<file path="src/rtl/halt_idle_consts.svh">
`ifndef HALT_IDLE_CONSTS_SVH
`define HALT_IDLE_CONSTS_SVH
// Register byte addresses
`define HI_ADDR_SYSTEM_MODE_REG 12'h000
`define HI_ADDR_WATCHDOG_CTRL_REG 12'h004
`define HI_ADDR_STAT 12'h008
`define HI_ADDR_CMD 12'h00c
`define HI_ADDR_PORTA_WAKE_ENABLE 12'h010
`define HI_ADDR_INTF 12'h014
// Field positions
`define HI_SYSTEM_MODE_REG_IDLE_SEL 0
`define HI_WATCHDOG_CTRL_REG_CORE_CLOCK_ON 7
`define HI_WATCHDOG_CTRL_REG_WS_LO 4
`define HI_WATCHDOG_CTRL_REG_WS_HI 6
`define HI_WATCHDOG_CTRL_REG_EN_LO 0
`define HI_WATCHDOG_CTRL_REG_EN_HI 3
`define HI_CMD_HALT 0
`define HI_CMD_CLRWDT 1
// Reset values and codes
`define HI_WATCHDOG_CTRL_REG_RST 8'h7a
`define HI_WDT_OFF_CODE 4'ha
`define HI_WS_BASE 13
`define HI_CORE_DIV 2'h3
`define HI_OSC_SST 11'h3ff
`endif

</file>
<file path="src/rtl/halt_idle_pkg.sv">
package halt_idle_pkg;
    typedef enum logic [2:0] {
        RUN, IDLE_CORE_OFF, IDLE_CORE_ON, DEEP_SLEEP, LIGHT_SLEEP, OSC_WAIT
    } pmode_e;
endpackage

</file>
<file path="src/rtl/halt_idle_wakeup_control.sv">
// Overview of operation
// RULE1: Halt with idle select set, core enable clear: core clock stops, others run.
// RULE2: Halt with both bits set: program stops, all clocks keep running.
// RULE3: Idle core-off entry clears watchdog; it runs only on sub clock source.
// RULE4: Idle core-on entry clears watchdog; it keeps counting from either source.
// RULE5: Any idle entry sets powered-down flag and clears timeout flag.
// RULE6: Idle keeps memory, registers and port states unchanged.
// RULE7: Wake on external reset, port A fall, interrupt or watchdog overflow.
// RULE8: Reset wake is full reset; watchdog wake starts a watchdog reset.
// RULE9: Powered-down flag cleared by power-up or clear, set by halt; the code also clears it on external reset.
// RULE10: Timeout in low power sets timeout flag, resets only PC and stack.
// RULE11: Enabled port A falling edge wakes; execution continues after halt.
// RULE12: Disabled interrupt or full stack wake resumes after halt, service deferred.
// RULE13: Enabled interrupt with stack room gets normal response at wake.
// RULE14: Interrupt flag pending before halt does not wake.
// RULE15: Crystals share one startup counter; low crystal waits for high crystal.
// RULE16: Deep sleep wake waits for fast oscillator ready before execution.
// RULE17: Watchdog base is sub clock or core clock divided by four.
// RULE18: Watchdog divides base by 2^13 to 2^20 per three-bit select.
// RULE19: Core-clocked peripherals follow the core clock source change.
// RULE20: Sub and watchdog base clocks run only while the watchdog is enabled.
// RULE21: Halt with idle clear and watchdog, detector off enters deep sleep.
// RULE22: Watchdog off only if configuration off and soft field equals 1010.
// RULE23: Idle bits are sampled when halt executes.
// RULE24: Port A edges are synchronised on the running clock before waking.
//
// The address map and the APB interface to the registers were decided locally.
`timescale 1ns/1ns
`include "halt_idle_consts.svh"
module halt_idle_wakeup_control #(
    parameter int PORT_W = 8,
    parameter int WDT_W = 21
) (
    // APB
    input wire logic pclk,
    input wire logic presetn,
    input wire logic psel,
    input wire logic penable,
    input wire logic pwrite,
    input wire logic [11:0] paddr,
    input wire logic [31:0] pwdata,
    output logic [31:0] prdata,
    output logic pready,
    output logic pslverr,
    // Configuration and system
    input wire logic cfg_wdt_enable,
    input wire logic cfg_wdt_src_core,
    input wire logic lvd_on,
    input wire logic sub_clock_tick,
    input wire logic ext_reset_n,
    input wire logic [PORT_W-1:0] porta_pin,
    input wire logic [7:0] int_request,
    input wire logic [7:0] int_enable,
    input wire logic stack_full,
    input wire logic fast_osc_ready,
    // Clock gating and wake outputs
    output logic core_clock_en,
    output logic time_base_clock_en,
    output logic sub_clock_en,
    output logic watchdog_base_en,
    output logic osc_startup_busy,
    output logic halted,
    output logic full_reset,
    output logic watchdog_reset,
    output logic int_service,
    output logic resume_after_halt
);
    initial begin
        if (PORT_W < 1 || PORT_W > 8 || WDT_W < 21) begin
            $error("unsupported parameters");
        end
    end

    ////////////////////////////////////////////////////////////////////////////
    logic idle_select_q;
    logic [7:0] watchdog_ctrl_reg_q;
    logic [PORT_W-1:0] porta_wake_enable_q;
    logic powered_down_flag_q;
    logic watchdog_timeout_flag_q;
    halt_idle_pkg::pmode_e mode_q;
    logic [WDT_W-1:0] wdt_cnt_q;
    logic [1:0] core_div_q;
    logic [7:0] int_armed_q;
    logic [10:0] sst_q;
    logic sst_low_pending_q;
    logic [PORT_W-1:0] pa_s1_q, pa_s2_q, pa_s3_q;
    logic [PORT_W-1:0] pa_stable_q;
    logic [2:0] rst_sync_q;
    logic rst_stable_q;

    wire wr = psel && penable && pwrite;
    wire halt_cmd = wr && paddr == `HI_ADDR_CMD && pwdata[`HI_CMD_HALT];
    wire clr_cmd = wr && paddr == `HI_ADDR_CMD && pwdata[`HI_CMD_CLRWDT];
    wire idle_core_clock_enable = watchdog_ctrl_reg_q[`HI_WATCHDOG_CTRL_REG_CORE_CLOCK_ON];
    wire [2:0] watchdog_divider_select = watchdog_ctrl_reg_q[`HI_WATCHDOG_CTRL_REG_WS_HI:`HI_WATCHDOG_CTRL_REG_WS_LO];
    wire [3:0] watchdog_soft_enable = watchdog_ctrl_reg_q[`HI_WATCHDOG_CTRL_REG_EN_HI:`HI_WATCHDOG_CTRL_REG_EN_LO];
    wire wdt_on = cfg_wdt_enable || watchdog_soft_enable != `HI_WDT_OFF_CODE; // RULE22
    wire lp = mode_q != halt_idle_pkg::RUN && mode_q != halt_idle_pkg::OSC_WAIT;

    ////////////////////////////////////////////////////////////////////////////
    // APB slave, zero wait states
    assign pready = 1'b1;
    wire known = paddr == `HI_ADDR_SYSTEM_MODE_REG || paddr == `HI_ADDR_WATCHDOG_CTRL_REG || paddr == `HI_ADDR_STAT
        || paddr == `HI_ADDR_CMD || paddr == `HI_ADDR_PORTA_WAKE_ENABLE || paddr == `HI_ADDR_INTF;
    assign pslverr = psel && penable && !known;

    always_ff @(posedge pclk or negedge presetn) begin
        if (!presetn) begin
            prdata <= 32'h0;
        end else if (psel && !penable && !pwrite) begin
            unique case (paddr)
                `HI_ADDR_SYSTEM_MODE_REG: prdata <= {31'h0, idle_select_q};
                `HI_ADDR_WATCHDOG_CTRL_REG: prdata <= {24'h0, watchdog_ctrl_reg_q};
                `HI_ADDR_STAT: prdata <= {27'h0, fast_osc_ready, osc_startup_busy,
                    (mode_q != halt_idle_pkg::RUN), watchdog_timeout_flag_q,
                    powered_down_flag_q};
                `HI_ADDR_PORTA_WAKE_ENABLE: prdata <= {{(32-PORT_W){1'b0}}, porta_wake_enable_q};
                `HI_ADDR_INTF: prdata <= {24'h0, int_armed_q};
                default: prdata <= 32'h0;
            endcase
        end
    end

    // Registers hold value through any low-power mode
    always_ff @(posedge pclk or negedge presetn) begin // RULE6
        if (!presetn) begin
            idle_select_q <= 1'b0;
            watchdog_ctrl_reg_q <= `HI_WATCHDOG_CTRL_REG_RST;
            porta_wake_enable_q <= '0;
        end else if (wr) begin
            if (paddr == `HI_ADDR_SYSTEM_MODE_REG) idle_select_q <= pwdata[`HI_SYSTEM_MODE_REG_IDLE_SEL];
            if (paddr == `HI_ADDR_WATCHDOG_CTRL_REG) watchdog_ctrl_reg_q <= pwdata[7:0];
            if (paddr == `HI_ADDR_PORTA_WAKE_ENABLE) porta_wake_enable_q <= pwdata[PORT_W-1:0];
        end
    end

    ////////////////////////////////////////////////////////////////////////////
    // Pin synchronisers
    always_ff @(posedge pclk or negedge presetn) begin // RULE24
        if (!presetn) begin
            pa_s1_q <= '1;
            pa_s2_q <= '1;
            pa_s3_q <= '1;
            pa_stable_q <= '1;
            rst_sync_q <= 3'h7;
            rst_stable_q <= 1'b1;
        end else begin
            pa_s1_q <= porta_pin;
            pa_s2_q <= pa_s1_q;
            pa_s3_q <= pa_s2_q;
            rst_sync_q <= {rst_sync_q[1:0], ext_reset_n};
            for (int i = 0; i < PORT_W; i++) begin
                if (pa_s2_q[i] == pa_s3_q[i]) pa_stable_q[i] <= pa_s3_q[i];
            end
            if (rst_sync_q[1] == rst_sync_q[2]) rst_stable_q <= rst_sync_q[2];
        end
    end

    wire [PORT_W-1:0] pa_fall = pa_stable_q & ~pa_s3_q & ~pa_s2_q;
    wire pa_wake = |(pa_fall & porta_wake_enable_q); // RULE11
    wire ext_rst = !rst_stable_q;
    wire int_wake = |(int_request & int_armed_q); // RULE14

    // Only interrupts clear at halt may wake
    always_ff @(posedge pclk or negedge presetn) begin
        if (!presetn) begin
            int_armed_q <= 8'h0;
        end else if (halt_cmd && mode_q == halt_idle_pkg::RUN) begin
            int_armed_q <= ~int_request; // RULE14
        end
    end

    ////////////////////////////////////////////////////////////////////////////
    // Watchdog base clock and counter
    always_ff @(posedge pclk or negedge presetn) begin
        if (!presetn) begin
            core_div_q <= 2'h0;
        end else if (core_clock_en) begin
            core_div_q <= core_div_q + 2'h1;
        end
    end

    wire core_tick = core_clock_en && core_div_q == `HI_CORE_DIV; // RULE17
    wire wdt_src_tick = cfg_wdt_src_core ? core_tick : sub_clock_tick; // RULE17 RULE19
    wire wdt_tick = wdt_on && watchdog_base_en && wdt_src_tick; // RULE3 RULE4 RULE20
    wire [4:0] ws_bit = 5'(`HI_WS_BASE) + 5'(watchdog_divider_select);
    wire wdt_ovf = wdt_tick && wdt_cnt_q[ws_bit]; // RULE18

    always_ff @(posedge pclk or negedge presetn) begin
        if (!presetn) begin
            wdt_cnt_q <= '0;
        end else if (halt_cmd || clr_cmd || wdt_ovf || ext_rst) begin
            wdt_cnt_q <= '0; // RULE3 RULE4 RULE21
        end else if (wdt_tick) begin
            wdt_cnt_q <= wdt_cnt_q + WDT_W'(1);
        end
    end

    ////////////////////////////////////////////////////////////////////////////
    // Mode sequencer
    always_ff @(posedge pclk or negedge presetn) begin
        if (!presetn) begin
            mode_q <= halt_idle_pkg::RUN;
        end else if (ext_rst) begin
            mode_q <= halt_idle_pkg::RUN; // RULE8
        end else begin
            unique case (mode_q)
                halt_idle_pkg::RUN: begin
                    if (halt_cmd) begin // RULE23
                        if (idle_select_q && !idle_core_clock_enable)
                            mode_q <= halt_idle_pkg::IDLE_CORE_OFF; // RULE1
                        else if (idle_select_q)
                            mode_q <= halt_idle_pkg::IDLE_CORE_ON; // RULE2
                        else if (!wdt_on && !lvd_on)
                            mode_q <= halt_idle_pkg::DEEP_SLEEP; // RULE21
                        else
                            mode_q <= halt_idle_pkg::LIGHT_SLEEP;
                    end
                end
                halt_idle_pkg::DEEP_SLEEP: begin
                    if (pa_wake || int_wake || wdt_ovf) mode_q <= halt_idle_pkg::OSC_WAIT;
                end
                halt_idle_pkg::OSC_WAIT: begin
                    if (fast_osc_ready && sst_q == 11'h0) mode_q <= halt_idle_pkg::RUN; // RULE16
                end
                halt_idle_pkg::IDLE_CORE_OFF, halt_idle_pkg::IDLE_CORE_ON,
                halt_idle_pkg::LIGHT_SLEEP: begin
                    if (pa_wake || int_wake || wdt_ovf) mode_q <= halt_idle_pkg::RUN; // RULE7
                end
                default: mode_q <= halt_idle_pkg::RUN;
            endcase
        end
    end

    // Shared startup counter, high crystal first
    always_ff @(posedge pclk or negedge presetn) begin // RULE15
        if (!presetn) begin
            sst_q <= 11'h0;
            sst_low_pending_q <= 1'b0;
        end else if (mode_q == halt_idle_pkg::DEEP_SLEEP && (pa_wake || int_wake || wdt_ovf)) begin
            sst_q <= `HI_OSC_SST;
            sst_low_pending_q <= 1'b1;
        end else if (sst_q != 11'h0) begin
            sst_q <= sst_q - 11'h1;
        end else if (sst_low_pending_q && mode_q == halt_idle_pkg::RUN) begin
            sst_q <= `HI_OSC_SST;
            sst_low_pending_q <= 1'b0;
        end
    end

    // Status flags, set wins over clear
    always_ff @(posedge pclk or negedge presetn) begin
        if (!presetn) begin
            powered_down_flag_q <= 1'b0;
            watchdog_timeout_flag_q <= 1'b0;
        end else begin
            if (halt_cmd && mode_q == halt_idle_pkg::RUN)
                powered_down_flag_q <= 1'b1; // RULE5 RULE9
            else if (clr_cmd || ext_rst)
                powered_down_flag_q <= 1'b0; // RULE9
            if (wdt_ovf)
                watchdog_timeout_flag_q <= 1'b1; // RULE10
            else if (halt_cmd || ext_rst)
                watchdog_timeout_flag_q <= 1'b0; // RULE5
        end
    end

    // Wake result pulses
    always_ff @(posedge pclk or negedge presetn) begin
        if (!presetn) begin
            full_reset <= 1'b0;
            watchdog_reset <= 1'b0;
            int_service <= 1'b0;
            resume_after_halt <= 1'b0;
        end else begin
            full_reset <= ext_rst; // RULE8
            watchdog_reset <= wdt_ovf; // RULE8 RULE10
            int_service <= lp && !wdt_ovf && !pa_wake && |(int_request & int_armed_q & int_enable)
                && !stack_full; // RULE13
            resume_after_halt <= lp && !wdt_ovf && (pa_wake || (int_wake
                && (!(|(int_request & int_armed_q & int_enable)) || stack_full))); // RULE11 RULE12
        end
    end

    ////////////////////////////////////////////////////////////////////////////
    always_comb begin
        core_clock_en = mode_q == halt_idle_pkg::RUN || mode_q == halt_idle_pkg::IDLE_CORE_ON;
        time_base_clock_en = mode_q == halt_idle_pkg::RUN || mode_q == halt_idle_pkg::IDLE_CORE_ON
            || mode_q == halt_idle_pkg::IDLE_CORE_OFF; // RULE1 RULE2
        sub_clock_en = wdt_on && mode_q != halt_idle_pkg::DEEP_SLEEP; // RULE20
        watchdog_base_en = sub_clock_en && (core_clock_en || !cfg_wdt_src_core); // RULE3
        osc_startup_busy = sst_q != 11'h0;
        halted = mode_q != halt_idle_pkg::RUN;
    end

    ////////////////////////////////////////////////////////////////////////////
    // Mode entry checks
    halt_sets_pdf_a: assert property (@(posedge pclk) disable iff (!presetn) // RULE5
        halt_cmd && mode_q == halt_idle_pkg::RUN && !wdt_ovf |=> powered_down_flag_q
        && !watchdog_timeout_flag_q) else $error("halt flags wrong");

    idle_off_mode_a: assert property (@(posedge pclk) disable iff (!presetn) // RULE1
        halt_cmd && mode_q == halt_idle_pkg::RUN && idle_select_q && !idle_core_clock_enable
        && !ext_rst |=> !core_clock_en && time_base_clock_en) else $error("idle_core_off_mode clocks");

    idle_on_mode_a: assert property (@(posedge pclk) disable iff (!presetn) // RULE2
        halt_cmd && mode_q == halt_idle_pkg::RUN && idle_select_q && idle_core_clock_enable
        && !ext_rst |=> core_clock_en && halted) else $error("idle_core_on_mode clocks");

    run_clocks_a: assert property (@(posedge pclk) disable iff (!presetn) // RULE2
        mode_q == halt_idle_pkg::RUN |-> core_clock_en && time_base_clock_en && !halted)
        else $error("run clocks");

    deep_sleep_a: assert property (@(posedge pclk) disable iff (!presetn) // RULE21
        halt_cmd && mode_q == halt_idle_pkg::RUN && !idle_select_q && !wdt_on && !lvd_on
        && !ext_rst |=> mode_q == halt_idle_pkg::DEEP_SLEEP) else $error("deep sleep");

    deep_clocks_a: assert property (@(posedge pclk) disable iff (!presetn) // RULE21
        mode_q == halt_idle_pkg::DEEP_SLEEP |-> !core_clock_en && !time_base_clock_en
        && !watchdog_base_en) else $error("deep clocks");

    ////////////////////////////////////////////////////////////////////////////
    // Watchdog checks
    halt_clears_wdt_a: assert property (@(posedge pclk) disable iff (!presetn) // RULE3
        halt_cmd |=> wdt_cnt_q == '0) else $error("wdt not cleared");

    core_src_stop_a: assert property (@(posedge pclk) disable iff (!presetn) // RULE3
        mode_q == halt_idle_pkg::IDLE_CORE_OFF && cfg_wdt_src_core |-> !watchdog_base_en)
        else $error("core source runs");

    core_stop_cnt_a: assert property (@(posedge pclk) disable iff (!presetn) // RULE3
        mode_q == halt_idle_pkg::IDLE_CORE_OFF && cfg_wdt_src_core && !halt_cmd && !clr_cmd
        && !ext_rst |=> $stable(wdt_cnt_q)) else $error("wdt counted");

    idle_on_count_a: assert property (@(posedge pclk) disable iff (!presetn) // RULE4
        mode_q == halt_idle_pkg::IDLE_CORE_ON && wdt_on |-> watchdog_base_en)
        else $error("idle_core_on_mode wdt stopped");

    soft_off_a: assert property (@(posedge pclk) disable iff (!presetn) // RULE22
        !cfg_wdt_enable && watchdog_soft_enable == `HI_WDT_OFF_CODE |-> !sub_clock_en)
        else $error("wdt not off");

    wdt_wake_a: assert property (@(posedge pclk) disable iff (!presetn) // RULE10
        wdt_ovf |=> watchdog_timeout_flag_q && watchdog_reset) else $error("timeout");

    timeout_kept_a: assert property (@(posedge pclk) disable iff (!presetn) // RULE10
        !wdt_ovf && !halt_cmd && !ext_rst |=> $stable(watchdog_timeout_flag_q))
        else $error("timeout flag moved");

    clr_pdf_a: assert property (@(posedge pclk) disable iff (!presetn) // RULE9
        clr_cmd && !(halt_cmd && mode_q == halt_idle_pkg::RUN) |=> !powered_down_flag_q)
        else $error("pdf not cleared");

    ////////////////////////////////////////////////////////////////////////////
    // Wake checks
    ext_wake_a: assert property (@(posedge pclk) disable iff (!presetn) // RULE8
        ext_rst |=> full_reset && mode_q == halt_idle_pkg::RUN) else $error("no full reset");

    pa_wake_a: assert property (@(posedge pclk) disable iff (!presetn) // RULE11
        lp && mode_q != halt_idle_pkg::DEEP_SLEEP && pa_wake |=> !halted)
        else $error("no port wake");

    pending_no_wake_a: assert property (@(posedge pclk) disable iff (!presetn) // RULE14
        mode_q == halt_idle_pkg::IDLE_CORE_ON && !pa_wake && !wdt_ovf && !ext_rst && !int_wake
        |=> mode_q == halt_idle_pkg::IDLE_CORE_ON) else $error("woke without cause");

    int_service_a: assert property (@(posedge pclk) disable iff (!presetn) // RULE13
        lp && !wdt_ovf && !pa_wake && !stack_full && |(int_request & int_armed_q & int_enable)
        |=> int_service) else $error("no int service");

    resume_full_a: assert property (@(posedge pclk) disable iff (!presetn) // RULE12
        lp && !wdt_ovf && int_wake && stack_full |=> resume_after_halt && !int_service)
        else $error("serviced on full stack");

    regs_kept_a: assert property (@(posedge pclk) disable iff (!presetn) // RULE6
        halted && !wr |=> $stable(watchdog_ctrl_reg_q) && $stable(idle_select_q)
        && $stable(porta_wake_enable_q)) else $error("register lost");

    osc_wait_a: assert property (@(posedge pclk) disable iff (!presetn) // RULE16
        mode_q == halt_idle_pkg::OSC_WAIT && !fast_osc_ready && !ext_rst
        |=> mode_q == halt_idle_pkg::OSC_WAIT) else $error("ran before ready");

    sst_hold_a: assert property (@(posedge pclk) disable iff (!presetn) // RULE15
        mode_q == halt_idle_pkg::OSC_WAIT && sst_q != 11'h0 && !ext_rst
        |=> mode_q == halt_idle_pkg::OSC_WAIT) else $error("ran before startup");

endmodule

</file>
<file path="config.mk">
export PLATFORM = sky130hd
export DESIGN_NAME = halt_idle_wakeup_control
export DESIGN_NICKNAME = d
export VERILOG_FILES = /design/src/rtl/halt_idle_pkg.sv /design/src/rtl/halt_idle_wakeup_control.sv
export VERILOG_INCLUDE_DIRS = /design/src /design/src/rtl
export SDC_FILE = /design/constraint.sdc
export NUM_CORES = 1
export LEC_CHECK = 0
export ABC_AREA = 1
export BUFFER_PORTS_ARGS = -buffer_cell sky130_fd_sc_hd__buf_2
export CORE_UTILIZATION = 40
export CTS_BUF_LIST = sky130_fd_sc_hd__clkbuf_4 sky130_fd_sc_hd__clkbuf_8
export CTS_CLUSTER_DIAMETER = 150
export DETAILED_ROUTE_END_ITERATION = 16
export HOLD_SLACK_MARGIN = 0.08
export PLACE_DENSITY = 0.65
export SKIP_LAST_GASP = 1
export SLEW_MARGIN = 20
export SYNTH_ARGS = -nofsm -noshare
export SYNTH_HDL_FRONTEND = slang
export SYNTH_SLANG_ARGS = --single-unit
</file>
<file path="constraint.sdc">
create_clock -name pclk -period 5.7 [get_ports pclk]
set_clock_uncertainty 0.2 [all_clocks]
set_input_delay 0.57 -clock pclk [delete_from_list [all_inputs] [get_ports pclk]]
set_output_delay 0.57 -clock pclk [all_outputs]
set_load 0.01 [all_outputs]
</file>
==> summary.md <==
| Metric | Value |
|---|---|
| Status | finished, final reports clean |
| Pwr dens | approximately 280 mW/mm^2 |
| Antenna viol nets, final | 0 |
| CTS max path bufs | 2 |
| Synthesis Warnings | 0 |
| Crit. End Element | primary output |
| Endpoints failing hold | 0 |
| Crit path max-delay cell type | a2111oi_0 |
| Max IR drop VDD | around 0.23 mV |
| Cell row count | 43 |
| Die H | ~120 microns |
| RSZ-0062 raised after global routing | no |
| CP Class | input port to primary output |
| Cell area after synthesis | a little under 0.006 sq mm |
| Worst-Margin Slew | around 0.95 ns |
| Yosys cell types | 47 |
| Worst-path clk slew | about 0.070 ns |
| Die area | approximately 0.015 sq mm |
| Post-route DRC | 0 |
| Fin Setup TNS | 0 ns |
| Sequential share of the synthesized area | 0.4925 |
| Bufs and invs on worst path | 3 |
| Vias in the first global route | about 4400 |
| Global route total overflow | 0 |
| CTS Buf Count | 17 |
| Crit path DAT | between 2 and 2.5 ns |
| Period minus WS final | between 3 and 4 ns |
| Initial antenna violation count | 0 |
| Min Hold Slack | 0.1232 ns |
| WL final | 12.75 mm |
| Setup violations, final | 0 |
| Cells along the critical path | buf_2, nor2_1, nand2_1, inv_1, nand2_1, nand4_1, a2111oi_0, buf_2 |
| Initial Utilization | 0.4163 |
| Max-slew violations | 0 |
| Relative slew slack | 0.3640 |
| Fmax achieved | between 0.3 and 0.4 GHz |
| # clock sinks | between 100 and 150 |
| Worst-Skew Late Latency | 0.43 ns |
| Area Growth Syn to Fin | 15.69% |
| IO Port Bufs | 74 |
| Post-DR vias/cell | around 4.8 |
| Delay of the slowest critical-path stage | a little over 0.6 ns |
| Final Cycle Share | 0.5402 |
| Tot GR Track Use | 0.1855 |
| Pre-Repair DR Iteration Count | 5 |
| #FFs+latches synth | 113 |
| Mapped Avg Cell Area | around 8.5 sq um |
| Fill count | 1403 |
| # IOs | about 120 |
| CTS tree | built |
| RePlAce Congestion | around 0.86 |
| Leakage power | around 3.2 nW |
| Wire length of the first global-routing pass | 21.21 mm |
| Setup Buffers After CTS | 0 |
| 1st-iter DRT viols | ~210 |
| Nets | between 800 and 900 |
| Crit-path max FO | 14 |
| Max cap viols | 0 |
| Worst endpoint required time | a little under 5 ns |
| H-tree depth | 4 |
| Die W | about 120 microns |
| Routed len/inst | about 13 microns |
| Syn Inst Count | around 700 |
| Share of cells above drive strength 1 | 0.2333 |
| Worst hold path class | input port to flip-flop |
| Dpl hpwl | roughly 9.4 mm |
| Largest net degree at the start of global routing | 76 |
| CP Launch Type | input port |
| Core Area | 0.01404 sq mm |
| Critical path's top delay family | compound AO/OA/AOI/OAI gates |
| Via count | ~4600 |
| Root Buffer | clkbuf_8 |
| Antenna Cells | 0 |
## layout make-up
| cell class | count | area, sq um | share of cell area |
|---|---|---|---|
| inverters | 73 | 280.3 | 0.04144 |
| well taps | 180 | 225.2 | 0.03330 |
| clock buffers | 21 | 264.0 | 0.03904 |
| multi-input cells | 490 | 2497 | 0.3693 |
| clock inverters | 11 | 136.4 | 0.02017 |
| flip-flops and latches | 113 | 2879 | 0.4257 |
| repair buffers | 85 | 480.5 | 0.07105 |
## worst register-to-register path: stages (launching register included)
cell and delay, ns:
dfstp_2 0.69, ha_1 0.20, inv_1 0.04, ha_1 0.33, inv_1 0.09, a21oi_1 0.14, nand2_1 0.10, a21oi_4 0.15
nand2_4 0.12, nand2_4 0.20, clkinv_2 0.17, o21ai_0 0.11, a21oi_1 0.06
## flip-flops by register name (all words and copies together) (netlist names), 2 cells and up
register	flops
pa_s3_q	8
int_armed_q	8
mode_q	3
pa_s2_q	8
porta_wake_enable_q	8
sst_q	11
wdt_cnt_q	21
prdata	8
pa_stable_q	8
rst_sync_q	3
watchdog_ctrl_reg_q	8
pa_s1_q	8
core_div_q	2
## metrics by stage
step / setup slack (ns) / total power, mW / area [sq um] / cells / util
after global routing: 2.578 / 1.950 / 6763 / 973 / 0.4816
final: 2.621 / 1.861 / 6763 / 973 / 0.4816
after global placement: 2.673 / 1.099 / 6262 / 931 / 0.4460
after floorplan: 3.172 / 1.033 / 5932 / 712 / -
after detailed placement: 2.736 / 1.101 / 6262 / 931 / 0.4460
after CTS: 2.711 / 1.881 / 6763 / 973 / 0.4816
## what timing repair did
action / 4_1_cts / 5_1_grt
resized for setup: 0 / 0
hold buffers: 10 / 0
hold endpoints to repair: 26 / 0
## power breakdown
part           switching [mW]  leakage, nW  internal, mW  total [mW]
clock network           0.322        0.212         0.448       0.770
logic                   0.140         1.59        0.0739       0.214
registers              0.0280         1.38         0.849       0.877
total                   0.490         3.18          1.37        1.86
## routing by layer
| metal | global-route usage | vias to the layer above | share of wire | wire length [microns] |
|---|---|---|---|---|
| li1 | - | 2389 | - | - |
| met1 | 0.2558 | 2117 | 0.49 | 6304 |
| met2 | 0.2823 | 123 | 0.44 | 5670 |
| met3 | 0.04982 | 10 | 0.051 | 649 |
| met4 | 0.06098 | 0 | 0.0097 | 124 |
| met5 | 0 | - | 0 | 0 |
## worst paths after layout
kind	startpoint	endpoint	slack (ns)	cells after the start
min in group asynchronous	presetn	porta_wake_enable_q[7]	0.46	2
max in group asynchronous	presetn	wdt_cnt_q[18]	3.52	3
worst min register to register	pa_s1_q[0]	pa_s2_q[0]	0.15	0
worst max register to register	watchdog_ctrl_reg_q[4]	wdt_cnt_q[3]	2.98	12
worst max-delay path	paddr[9]	pslverr	2.62	8
worst min-delay path	int_request[7]	int_armed_q[7]	0.12	2
## logic make-up (layout without fill, tap and decap cells)
| kind of cell | after synthesis | count (layout) | synth area share |
|---|---|---|---|
| buf+inv | 109 | 190 | 0.09503 |
| other cells | 2 | 25 | 0.001285 |
| xor+xnor | 19 | 19 | 0.02847 |
| fa+ha+maj | 7 | 7 | 0.01455 |
| flops | 113 | 113 | 0.4925 |
| simple gates | 360 | 360 | 0.2885 |
| compound gates | 79 | 79 | 0.07963 |
## cell usage after synthesis, drive strengths merged
master,number,area (sq um)
nor3,13,85.08
dfstp,41,1077
nor3b,2,15.01
nor4,4,40.04
maj3,1,10.01
o21ai,46,260.3
conb,2,7.510
nand2,159,634.4
o22a,1,8.760
o22ai,4,25.02
nand4,20,140.1
a2111oi,1,8.760
a21oi,21,116.4
clkbuf,4,15.01
a31oi,1,6.260
nor2,84,355.3
buf,32,260.2
xnor2,3,26.28
a211oi,1,7.510
o2111ai,1,8.760
nand3,73,380.4
xor2,16,140.1
nand3b,3,22.52
inv,71,271.5
a22o,1,8.760
ha,6,75.07
clkinv,2,8.750
or2,1,6.260
and3,1,7.510
o211ai,2,15.01
dfrtp,72,1802
## layout by cell type, fill, tap and decap left out, types with 4 or more instances in the layout
cell type and count:
nor3_2 4, dfstp_2 41, nand2_1 152, clkinv_2 5, nor2_4 5, buf_2 73
nor3_1 9, nor2_1 78, ha_1 6, o21ai_0 37, xor2_1 16, nand3_1 70
dlygate4sd3_1 10, o21ai_2 8, o22ai_1 4, conb_1 25, dfrtp_1 72, a21oi_1 20
nand2_4 4, inv_1 67, nand4_1 19, clkbuf_8 17, clkbuf_4 4
(Power assumes the default switching activity.)
